**src/timer16_pwm_pkg.sv**
```systemverilog
package timer16_pwm_pkg;

    // ----------------------------------------------------------------
    // register map (byte addresses on the bus)
    // ----------------------------------------------------------------
    localparam logic [7:0]  CTRL_OFS    = 8'h00;
    localparam logic [7:0]  CMPA_OFS    = 8'h04;
    localparam logic [7:0]  CMPB_OFS    = 8'h08;
    localparam logic [7:0]  CAPTOP_OFS  = 8'h0c;
    localparam logic [7:0]  COUNT_OFS   = 8'h10;
    localparam logic [7:0]  STATUS_OFS  = 8'h14;

    // ----------------------------------------------------------------
    // waveform mode codes and compare output actions
    // ----------------------------------------------------------------
    localparam logic [3:0]  MODE_PC8    = 4'h1;
    localparam logic [3:0]  MODE_PC9    = 4'h2;
    localparam logic [3:0]  MODE_PC10   = 4'h3;
    localparam logic [3:0]  MODE_FAST8  = 4'h5;
    localparam logic [3:0]  MODE_FAST9  = 4'h6;
    localparam logic [3:0]  MODE_FAST10 = 4'h7;
    localparam logic [3:0]  MODE_PCCAP  = 4'ha;
    localparam logic [3:0]  MODE_PCCMPA = 4'hb;
    localparam logic [3:0]  MODE_FASTCAP  = 4'he;
    localparam logic [3:0]  MODE_FASTCMPA = 4'hf;

    localparam logic [1:0]  COM_OFF     = 2'h0;
    localparam logic [1:0]  COM_TOGGLE  = 2'h1;
    localparam logic [1:0]  COM_NONINV  = 2'h2;
    localparam logic [1:0]  COM_INV     = 2'h3;

    // ----------------------------------------------------------------
    // fixed tops, counter constants, prescaler
    // ----------------------------------------------------------------
    localparam logic [15:0] TOP_8BIT    = 16'h00ff;
    localparam logic [15:0] TOP_9BIT    = 16'h01ff;
    localparam logic [15:0] TOP_10BIT   = 16'h03ff;
    localparam logic [15:0] TOP_FULL    = 16'hffff;
    localparam logic [15:0] CNT_BOTTOM  = 16'h0000;
    localparam logic [15:0] CNT_STEP    = 16'h0001;

    localparam logic [2:0]  CS_STOP     = 3'h0;
    localparam logic [2:0]  CS_DIV1     = 3'h1;
    localparam logic [2:0]  CS_DIV8     = 3'h2;
    localparam logic [2:0]  CS_DIV64    = 3'h3;
    localparam logic [2:0]  CS_DIV256   = 3'h4;
    localparam logic [2:0]  CS_DIV1024  = 3'h5;
    localparam logic [9:0]  PRE_MASK8   = 10'h007;
    localparam logic [9:0]  PRE_MASK64  = 10'h03f;
    localparam logic [9:0]  PRE_MASK256 = 10'h0ff;
    localparam logic [9:0]  PRE_MASK1024 = 10'h3ff;
    localparam logic [9:0]  PRE_STEP    = 10'h001;

    // ----------------------------------------------------------------
    // status bit positions, control layout
    // ----------------------------------------------------------------
    localparam int          ST_OVF      = 0;
    localparam int          ST_CMPA     = 1;
    localparam int          ST_CMPB     = 2;
    localparam int          ST_CAP      = 3;
    localparam int          ST_OUTA     = 8;
    localparam int          ST_OUTB     = 9;
    localparam int          CTRL_W      = 11;

    typedef struct packed {
        logic [2:0] clkSel;
        logic [1:0] comB;
        logic [1:0] comA;
        logic [3:0] mode;
    } ctrl_s;

    localparam ctrl_s       CTRL_RESET  = '0;

endpackage : timer16_pwm_pkg

```
**src/timer16_fast_phase_pwm.sv**
```systemverilog
`timescale 1ns/1ps
// What this block does
// - fast modes count zero up to TOP, repeat
// - fast TOP: fixed 8/9/10 bit, capture, compareA
// - counter at TOP clears on next tick
// - fast: clear on match, set at bottom
// - output mode 2 non-inverted, 3 inverted
// - fast overflow at TOP, plus TOP-register flag
// - match flag on a PWM-mode tick that counter equals compare
// - fixed TOP masks high compare write bits
// - capture-top unbuffered; missed TOP wraps through 0xffff
// - fast compareA buffered, loaded at TOP clear
// - compare zero spikes, compare TOP constant
// - fast mode 15 toggle gives square wave on output A only; B does not toggle
// - phase modes 1,2,3 fixed; 10,11 registers
// - phase: up to TOP, turn without hold, down
// - phase: clear up-match, set down-match
// - phase overflow flag at bottom
// - phase buffers load at TOP, flag too
// - phase compare zero low, TOP high
// - phase mode 11 toggle gives square wave on output A only; B does not toggle
// - prescaler divides by 1,8,64,256,1024
// - reset clears compare output states
// - output mode zero leaves state unchanged
module timer16_fast_phase_pwm
    import timer16_pwm_pkg::*;
(
    input  wire logic        core_clk,
    input  wire logic        rst,
    input  wire logic        wb_cyc_i,
    input  wire logic        wb_stb_i,
    input  wire logic        wb_we_i,
    input  wire logic [7:0]  wb_adr_i,
    input  wire logic [3:0]  wb_sel_i,
    input  wire logic [31:0] wb_dat_i,
    output logic      [31:0] wb_dat_o,
    output logic             wb_ack_o,
    output logic             compareOutputA,
    output logic             compareOutputB,
    output logic             pinOverrideA,
    output logic             pinOverrideB
);

    // ----------------------------------------------------------------
    // state
    // ----------------------------------------------------------------
    ctrl_s       ctrl_r;
    logic [15:0] cnt_r;
    logic        dirUp_r;
    logic [9:0]  pre_r;
    logic [15:0] ocrABuf_r;
    logic [15:0] ocrBBuf_r;
    logic [15:0] ocrAAct_r;
    logic [15:0] ocrBAct_r;
    logic [15:0] capTop_r;
    logic [3:0]  flags_r;
    logic        outA_r;
    logic        outB_r;
    logic        ack_r;
    logic [31:0] rdat_r;
    logic        ovrA_r;
    logic        ovrB_r;

    logic        access;
    logic        wrEn;
    logic        isFast;
    logic        isPc;
    logic        tick;
    logic [15:0] fixMask;
    logic [15:0] topVal;
    logic        atTop;
    logic        atBot;
    logic        matchA;
    logic        matchB;
    logic        loadPt;
    logic        topIsA;
    logic        topIsCap;
    logic [15:0] ctrlMerged;
    logic [3:0]  flagSet;
    logic [3:0]  flagClr;

    // keeps unselected byte lanes of a 16-bit register
    function automatic logic [15:0] merge16(input logic [15:0] old, input logic [31:0] d,
                                            input logic [3:0] sel);
        return {sel[1] ? d[15:8] : old[15:8], sel[0] ? d[7:0] : old[7:0]};
    endfunction : merge16

    // next compare output state for one channel
    function automatic logic nextOut(input logic cur, input logic [1:0] com, input logic match,
                                     input logic toggleOk, input logic fast, input logic pc,
                                     input logic top, input logic bot, input logic up);
        logic res;
        logic lvl;
        res = cur;
        lvl = 1'b0;
        if (com == COM_TOGGLE)
        begin
            if (toggleOk && match)
                res = ~cur;
        end
        else if (com[1])
        begin
            if (fast)
            begin
                // bottom set wins over a match at TOP: compare==TOP stays constant
                if (top)
                    res = (com == COM_NONINV);
                else if (match)
                    res = (com == COM_INV);
            end
            else if (pc && match)
            begin
                // a match at bottom counts as upward, at TOP as downward
                lvl = top || (!up && !bot);
                res = (com == COM_NONINV) ? lvl : ~lvl;
            end
        end
        return res;
    endfunction : nextOut

    // ----------------------------------------------------------------
    // mode decode and top selection
    // ----------------------------------------------------------------
    assign access   = wb_cyc_i && wb_stb_i && !ack_r;
    assign wrEn     = access && wb_we_i;
    assign ctrlMerged = merge16({5'h00, ctrl_r}, wb_dat_i, wb_sel_i);

    always_comb
    begin
        isFast  = ctrl_r.mode inside {MODE_FAST8, MODE_FAST9, MODE_FAST10, MODE_FASTCAP, MODE_FASTCMPA};
        isPc    = ctrl_r.mode inside {MODE_PC8, MODE_PC9, MODE_PC10, MODE_PCCAP, MODE_PCCMPA};
        topIsA  = (ctrl_r.mode == MODE_FASTCMPA) || (ctrl_r.mode == MODE_PCCMPA);
        topIsCap = (ctrl_r.mode == MODE_FASTCAP) || (ctrl_r.mode == MODE_PCCAP);
        unique case (ctrl_r.mode)
            MODE_FAST8, MODE_PC8:   fixMask = TOP_8BIT;
            MODE_FAST9, MODE_PC9:   fixMask = TOP_9BIT;
            MODE_FAST10, MODE_PC10: fixMask = TOP_10BIT;
            default:                fixMask = TOP_FULL;
        endcase
        // capture-top is used straight, no buffer in between
        if (topIsCap)
            topVal = capTop_r;
        else if (topIsA)
            topVal = ocrAAct_r;
        else
            topVal = fixMask;
    end

    assign atTop  = (cnt_r == topVal);
    assign atBot  = (cnt_r == CNT_BOTTOM);
    assign matchA = (cnt_r == ocrAAct_r);
    assign matchB = (cnt_r == ocrBAct_r);
    assign loadPt = tick && atTop && (isFast || isPc);

    // ----------------------------------------------------------------
    // prescaler: timer tick as a clock enable
    // ----------------------------------------------------------------
    always_ff @(posedge core_clk)
    begin
        if (rst)
            pre_r <= '0;
        else
            pre_r <= pre_r + PRE_STEP;
    end

    // a shared free-running divider; a new select may give one short first period
    always_comb
    begin
        unique case (ctrl_r.clkSel)
            CS_DIV1:    tick = 1'b1;
            CS_DIV8:    tick = (pre_r & PRE_MASK8) == PRE_MASK8;
            CS_DIV64:   tick = (pre_r & PRE_MASK64) == PRE_MASK64;
            CS_DIV256:  tick = (pre_r & PRE_MASK256) == PRE_MASK256;
            CS_DIV1024: tick = (pre_r & PRE_MASK1024) == PRE_MASK1024;
            default:    tick = 1'b0;
        endcase
    end

    // ----------------------------------------------------------------
    // counter sequencing
    // ----------------------------------------------------------------
    always_ff @(posedge core_clk)
    begin
        if (rst)
        begin
            cnt_r   <= CNT_BOTTOM;
            dirUp_r <= 1'b1;
        end
        else if (wrEn && wb_adr_i == COUNT_OFS)
            cnt_r <= merge16(cnt_r, wb_dat_i, wb_sel_i);
        else if (tick && isFast)
        begin
            // a TOP below the count is missed and the count wraps at full scale
            cnt_r   <= atTop ? CNT_BOTTOM : cnt_r + CNT_STEP;
            dirUp_r <= 1'b1;
        end
        else if (tick && isPc)
        begin
            if (dirUp_r && atTop)
            begin
                dirUp_r <= 1'b0;
                cnt_r   <= cnt_r - CNT_STEP;
            end
            else if (dirUp_r)
                cnt_r <= cnt_r + CNT_STEP;
            else if (atBot)
            begin
                dirUp_r <= 1'b1;
                cnt_r   <= cnt_r + CNT_STEP;
            end
            else
                cnt_r <= cnt_r - CNT_STEP;
        end
    end

    // ----------------------------------------------------------------
    // control, capture-top and compare buffers
    // ----------------------------------------------------------------
    always_ff @(posedge core_clk)
    begin
        if (rst)
        begin
            ctrl_r    <= CTRL_RESET;
            capTop_r  <= '0;
            ocrABuf_r <= '0;
            ocrBBuf_r <= '0;
        end
        else if (wrEn)
        begin
            unique case (wb_adr_i)
                CTRL_OFS:   ctrl_r    <= ctrl_s'(ctrlMerged[CTRL_W-1:0]);
                CAPTOP_OFS: capTop_r  <= merge16(capTop_r, wb_dat_i, wb_sel_i);
                CMPA_OFS:   ocrABuf_r <= merge16(ocrABuf_r, wb_dat_i, wb_sel_i) & fixMask;
                CMPB_OFS:   ocrBBuf_r <= merge16(ocrBBuf_r, wb_dat_i, wb_sel_i) & fixMask;
                default:    ;
            endcase
        end
    end

    // active compare values: double buffered in the PWM modes only
    always_ff @(posedge core_clk)
    begin
        if (rst)
        begin
            ocrAAct_r <= '0;
            ocrBAct_r <= '0;
        end
        else if (loadPt || !(isFast || isPc))
        begin
            ocrAAct_r <= ocrABuf_r;
            ocrBAct_r <= ocrBBuf_r;
        end
    end

    // ----------------------------------------------------------------
    // flags: hardware set wins over a software clear
    // ----------------------------------------------------------------
    always_comb
    begin
        flagSet          = '0;
        flagSet[ST_OVF]  = tick && ((isFast && atTop) || (isPc && atBot));
        flagSet[ST_CMPA] = tick && (isFast || isPc) && (matchA || (atTop && topIsA));
        flagSet[ST_CMPB] = tick && (isFast || isPc) && matchB;
        flagSet[ST_CAP]  = loadPt && topIsCap;
        flagClr          = (wrEn && wb_adr_i == STATUS_OFS && wb_sel_i[0]) ? wb_dat_i[3:0] : 4'h0;
    end

    always_ff @(posedge core_clk)
    begin
        if (rst)
            flags_r <= '0;
        else
            flags_r <= (flags_r & ~flagClr) | flagSet;
    end

    // ----------------------------------------------------------------
    // compare output units
    // ----------------------------------------------------------------
    always_ff @(posedge core_clk)
    begin
        if (rst)
        begin
            outA_r <= 1'b0;
            outB_r <= 1'b0;
        end
        else if (tick)
        begin
            outA_r <= nextOut(outA_r, ctrl_r.comA, matchA, topIsA, isFast, isPc, atTop, atBot, dirUp_r);
            outB_r <= nextOut(outB_r, ctrl_r.comB, matchB, 1'b0, isFast, isPc, atTop, atBot, dirUp_r);
        end
    end

    // pin override follows the output mode field; register keeps outputs glitch free
    always_ff @(posedge core_clk)
    begin
        if (rst)
        begin
            ovrA_r <= 1'b0;
            ovrB_r <= 1'b0;
        end
        else
        begin
            ovrA_r <= (ctrl_r.comA != COM_OFF);
            ovrB_r <= (ctrl_r.comB != COM_OFF);
        end
    end

    // ----------------------------------------------------------------
    // wishbone slave: one wait state, unmapped reads give zero
    // ----------------------------------------------------------------
    always_ff @(posedge core_clk)
    begin
        if (rst)
        begin
            ack_r  <= 1'b0;
            rdat_r <= '0;
        end
        else
        begin
            ack_r  <= access;
            rdat_r <= '0;
            if (access && !wb_we_i)
            begin
                unique case (wb_adr_i)
                    CTRL_OFS:   rdat_r <= {21'h0, ctrl_r};
                    CMPA_OFS:   rdat_r <= {16'h0000, ocrABuf_r};
                    CMPB_OFS:   rdat_r <= {16'h0000, ocrBBuf_r};
                    CAPTOP_OFS: rdat_r <= {16'h0000, capTop_r};
                    COUNT_OFS:  rdat_r <= {16'h0000, cnt_r};
                    STATUS_OFS: rdat_r <= {22'h0, outB_r, outA_r, 4'h0, flags_r};
                    default:    rdat_r <= '0;
                endcase
            end
        end
    end

    assign wb_ack_o       = ack_r;
    assign wb_dat_o       = rdat_r;
    assign compareOutputA = outA_r;
    assign compareOutputB = outB_r;
    assign pinOverrideA   = ovrA_r;
    assign pinOverrideB   = ovrB_r;

    // ----------------------------------------------------------------
    // assertions
    // ----------------------------------------------------------------
    logic cntWr;
    assign cntWr = wrEn && wb_adr_i == COUNT_OFS;

    fastWrap_a: assert property (@(posedge core_clk) disable iff (rst)
        tick && isFast && atTop && !cntWr |=> cnt_r == CNT_BOTTOM)
        else $error("fast counter did not clear after TOP");
    fastCount_a: assert property (@(posedge core_clk) disable iff (rst)
        tick && isFast && !atTop && !cntWr |=> cnt_r == $past(cnt_r) + CNT_STEP)
        else $error("fast counter did not step up");
    pcTurn_a: assert property (@(posedge core_clk) disable iff (rst)
        tick && isPc && dirUp_r && atTop && !cntWr |=> cnt_r == $past(cnt_r) - CNT_STEP && !dirUp_r)
        else $error("phase counter did not turn at TOP");
    ovfFast_a: assert property (@(posedge core_clk) disable iff (rst)
        tick && isFast && atTop |=> flags_r[ST_OVF])
        else $error("overflow flag missing at fast TOP");
    ovfPc_a: assert property (@(posedge core_clk) disable iff (rst)
        tick && isPc && atBot |=> flags_r[ST_OVF])
        else $error("overflow flag missing at phase bottom");
    bufLoad_a: assert property (@(posedge core_clk) disable iff (rst)
        tick && isFast && atTop |=> ocrAAct_r == $past(ocrABuf_r))
        else $error("compare A not loaded at TOP");
    matchFlag_a: assert property (@(posedge core_clk) disable iff (rst)
        tick && (isFast || isPc) && matchB |=> flags_r[ST_CMPB])
        else $error("compare B flag missing on match");
    fastClear_a: assert property (@(posedge core_clk) disable iff (rst)
        tick && isFast && ctrl_r.comA == COM_NONINV && matchA && !atTop |=> !outA_r)
        else $error("non-inverted output not cleared on match");
    tickOnly_a: assert property (@(posedge core_clk) disable iff (rst)
        !tick && !cntWr |=> $stable(cnt_r) && $stable(outA_r))
        else $error("counter or output moved without a tick");
    comOff_a: assert property (@(posedge core_clk) disable iff (rst)
        ctrl_r.comB == COM_OFF |=> outB_r == $past(outB_r))
        else $error("output changed with mode field zero");
    resetOut_a: assert property (@(posedge core_clk)
        rst |=> !outA_r && !outB_r)
        else $error("output state not cleared by reset");

    fastWrapSeen_c: cover property (@(posedge core_clk) disable iff (rst) tick && isFast && atTop);
    pcTurnSeen_c: cover property (@(posedge core_clk) disable iff (rst) tick && isPc && dirUp_r && atTop);
    toggleSeen_c: cover property (@(posedge core_clk) disable iff (rst)
        tick && topIsA && ctrl_r.comA == COM_TOGGLE && matchA);
    spikeSeen_c: cover property (@(posedge core_clk) disable iff (rst)
        tick && isFast && ocrBAct_r == CNT_BOTTOM && ctrl_r.comB == COM_NONINV && atBot);

endmodule : timer16_fast_phase_pwm

```
**config.mk**
```make
export PLATFORM = sky130hd
export DESIGN_NAME = timer16_fast_phase_pwm
export DESIGN_NICKNAME = d
export VERILOG_FILES = /design/src/timer16_pwm_pkg.sv /design/src/timer16_fast_phase_pwm.sv
export SDC_FILE = /design/constraint.sdc
export NUM_CORES = 1
export LEC_CHECK = 0
export BUFFER_PORTS_ARGS = -buffer_cell sky130_fd_sc_hd__buf_2
export CAP_MARGIN = 10
export CORE_MARGIN = 2
export CORE_UTILIZATION = 40
export DETAILED_ROUTE_END_ITERATION = 10
export PLACE_DENSITY_LB_ADDON = 0.25
export SYNTH_ARGS = -nofsm -noshare
export SYNTH_HDL_FRONTEND = slang
export SYNTH_SLANG_ARGS = --single-unit
```
**constraint.sdc**
```tcl
create_clock -name core_clk -period 4 [get_ports core_clk]
set_input_delay 0.6 -clock core_clk [delete_from_list [all_inputs] [get_ports core_clk]]
set_output_delay 0.6 -clock core_clk [all_outputs]
set_load 0.01 [all_outputs]
```
==> run metrics <==
worst path required time=4.32 ns; final net count=1,061; CP Capture Type=flip-flop; root cell of the clock tree=clkbuf_16; vias in the first global route=7,154; Async S/R FF share, synth=0%; number of cells produced by synthesis=981; HP Class=primary input to flip-flop; DR pass1 iterations=7; endpoints failing hold=0; number of cell rows=51; Worst slew margin=36.43%; Post-Layout Cell Count=1,284; fmax=0.2785 GHz; outcome=finished, final reports clean; Clock Latency Late Sink=0.43 ns; worst hold endpoint=wb_ack_o$_SDFF_PP0_; hold depth=3; R2R depth=9; max-cap violation count=0; number of synthesized register bits=143; post-CTS sizing=0; clock sinks=143; Die Y=145.7 um; post-CTS setup buffer count=0; Routed Wire Length=26.03 mm; Main synth FF type=dfxtp_1; Worst R2R Setup Slack=0.41 ns; Crit Path Max Fanout=23; Starting Density=41.01%; final slew viol count=0; IO buf count=51; reg-to-reg startpoint=ctrl_r[0]$_SDFFE_PP0P_; CTS Buffer Depth=2; global placer's final weighted congestion=0.8903; fin crit share=89.78%; Post-Syn Area per Cell=8.190 sq um; Worst-path clk slew=0.06 ns; Syn. warnings=0; Pleak=3.545 nW; synthesized area=0.008034 sq mm; final setup fails=0; leading area contributor after synthesis=dfxtp_1; CTS tree=yes; Inst Count DP=1,253; wire per inst=20.27 um; RR Endpoint=cnt_r[10]$_SDFFE_PP0P_; vias per cell=5.917; via count=7,598; kind of critical path=flip-flop to flip-flop; share of layout cells above drive strength 1=14.13%; Post-Route Skew=0.01180 ns; fraction of the yosys area taken by sequential cells=35.63%; Post-DRT Antenna Nets=0; number of synthesized flops with an enable pin=0; Fin Setup TNS=0 ns; CP arrival=3.91 ns; Net Sw Frac=23.78%; Clk pwr share=51.3%; Worst setup SP type=flip-flop; GRT Overall Usage=24.48%; RSZ-0062 raised after global routing=false; Remaining Overflow, GRT=0; TritonCTS buffer count=17; H-tree Lvls=4; largest net degree at the start of global routing=87; Synth area leaders=dfxtp_1, mux2i_1, nor2_1; initial antenna violation count=0; switching power=0.7468 mW; sequential group share of total power=45.5%; Core ar.=0.01959 sq mm; Ant. Diodes=0; internal power=2.394 mW; combinational share of power=3.2%; Die Width=145.7 um; Post-route DRC=0; min-delay src=wb_stb_i; Die ar.=0.02123 sq mm; first-pass GRT wire length=40.74 mm; num ports=86; Synth-to-Final Area Change=13.33%; DRT iter0 DRCs=877; crit path time final=3.591 ns; Hold Buf Count CTS=0; Unique masters post-synth=73; Pwr per Cell Area=345.0 mW/mm^2; HPWL Detailed=18.69 mm; worst vdd ir=264.9 uV; area fraction of the dominant cell type after synthesis=35.63%; worst slew pin tran=0.9501 ns
per-layer routing:
metal / global-route usage (%) / vias to the layer above / part of all wire [%]
met5: 0 / - / 0
met4: 9.118 / 0 / 2.5
met3: 4.671 / 45 / 7.5
met2: 38.11 / 336 / 45
met1: 33.69 / 3641 / 45
li1: - / 3576 / -
state kept, by name (all words and copies together), names as in the netlist:
| register | count |
|---|---|
| compareOutputB | 1 |
| pinOverrideB | 1 |
| pinOverrideA | 1 |
| capTop_r | 16 |
| flags_r | 4 |
| ctrl_r | 11 |
| ocrBAct_r | 16 |
| ocrAAct_r | 16 |
| wb_ack_o | 1 |
| pre_r | 10 |
| wb_dat_o | 16 |
| dirUp_r | 1 |
| compareOutputA | 1 |
| cnt_r | 16 |
| ocrABuf_r | 16 |
| ocrBBuf_r | 16 |
power groups by stage:
stage | clock network (mW) | registers (mW) | logic [mW]
2_1_floorplan | 0 | 1.46 | 0.0581
3_3_place_gp | 0 | 1.46 | 0.0978
3_5_place_dp | 0 | 1.46 | 0.0971
4_1_cts | 1.64 | 1.43 | 0.0976
5_1_grt | 1.70 | 1.43 | 0.106
6_report | 1.61 | 1.43 | 0.0992
critical path: stages (launching register included):
cell	delay [ns]
dfxtp_1	0.69
buf_4	0.37
mux2i_1	0.33
nor4b_1	0.27
a41oi_1	0.08
a211oi_1	0.50
and4_1	0.43
a211oi_1	0.14
or4b_1	0.55
o311ai_0	0.10
synthesized netlist by cell type, types with 4 or more instances:
library cell and instances:
o221ai_1 4, a221oi_1 7, nor2_1 112, and2_1 7
a211oi_1 19, and3_1 16, o32ai_1 5, a31oi_1 6
ha_1 5, a22oi_1 21, a222oi_1 10, or4_1 9
dfxtp_1 143, nand3_1 42, clkbuf_1 59, nor2b_1 9
buf_2 11, a2111oi_0 4, a22o_1 5, a21oi_1 78
inv_1 17, mux2i_1 68, buf_4 21, xnor2_1 41
nor4b_1 4, or2_2 10, o211ai_1 7, xor2_1 16
o22ai_1 6, nand2_1 90, or3_1 11, nor3_1 10
buf_6 4, nand2b_1 4, a21boi_0 12, nor4_1 5
nand4_1 16, o21ai_0 19
area by class of cell:
| cell class | instances | area, sq um |
|---|---|---|
| Clock inverter | 13 | 155.1 |
| Clock buffer | 18 | 439.2 |
| Multi-Input combinational cell | 740 | 4705 |
| Fill cell | 1953 | 10490 |
| Tap cell | 265 | 331.6 |
| Timing Repair Buffer | 88 | 548.0 |
| Sequential cell | 143 | 2863 |
| Inverter | 17 | 63.81 |
cells by family (layout without fill, tap and decap cells):
family | Yosys count | after routing | share of synthesized area (%)
AO/OA/AOI/OAI | 233 | 233 | 20.04
XOR/XNOR | 57 | 57 | 6.214
adder cells (fa/ha/maj) | 5 | 5 | 0.7787
buffers and inverters | 113 | 136 | 6.806
flip-flops | 143 | 143 | 35.63
multiplexers | 69 | 69 | 8.643
other | 1 | 16 | 0.04668
AND/OR/NAND/NOR | 360 | 360 | 21.83
worst max path at each step:
| stage | from | to | slack [ns] | depth (start not counted) |
|---|---|---|---|---|
| after floorplan | cnt_r[7]$_SDFFE_PP0P_ | cnt_r[13]$_SDFFE_PP0P_ | 1.02 | 11 |
| after global placement | ctrl_r[0]$_SDFFE_PP0P_ | cnt_r[10]$_SDFFE_PP0P_ | 0.48 | 9 |
| after detailed placement | ctrl_r[0]$_SDFFE_PP0P_ | cnt_r[10]$_SDFFE_PP0P_ | 0.46 | 9 |
| after CTS | ctrl_r[0]$_SDFFE_PP0P_ | cnt_r[7]$_SDFFE_PP0P_ | 0.41 | 10 |
| after global routing | ctrl_r[0]$_SDFFE_PP0P_ | cnt_r[10]$_SDFFE_PP0P_ | 0.11 | 9 |
| final | ctrl_r[0]$_SDFFE_PP0P_ | cnt_r[10]$_SDFFE_PP0P_ | 0.41 | 9 |
cell usage in the layout (no fill, tap or decap), drive strengths merged, types with 4 or more instances in the layout:
master	synthesis	final
inv	17	21
a22o	5	5
o32ai	5	5
nand4	17	17
o22ai	6	6
nor2	112	112
nand2b	4	4
and2	8	8
clkbuf	59	18
and3	16	16
a221oi	7	7
nand2	90	90
nor4	6	6
a2111oi	6	6
a22oi	21	21
xor2	16	16
buf	37	88
o21ai	19	19
a21boi	12	12
o221ai	4	4
a31oi	6	6
a21oi	80	80
nor4b	4	4
nor2b	9	9
a222oi	10	10
or3	11	11
xnor2	41	41
mux2i	69	69
dfxtp	143	143
a211oi	19	19
nor3	10	10
conb	1	16
or4	10	10
ha	5	5
nand3	42	42
o211ai	7	7
or2	10	10
clkinv	0	5
o311ai	4	4
through the flow:
stage               instance area, sq um  hold WS, ns  total power, mW  util, %  setup WS, ns
finish                              9105       0.4210            3.141    46.48        0.4087
global route                        9105       0.4476            3.237    46.48        0.1126
floorplan                           8090       0.4260            1.519        -         1.015
detailed placement                  8511       0.4475            1.558    43.44        0.4565
CTS                                 9105       0.4076            3.165    46.48        0.4131
global placement                    8511       0.4367            1.559    43.44        0.4837
Note: power is estimated with default switching activity, not from simulation.
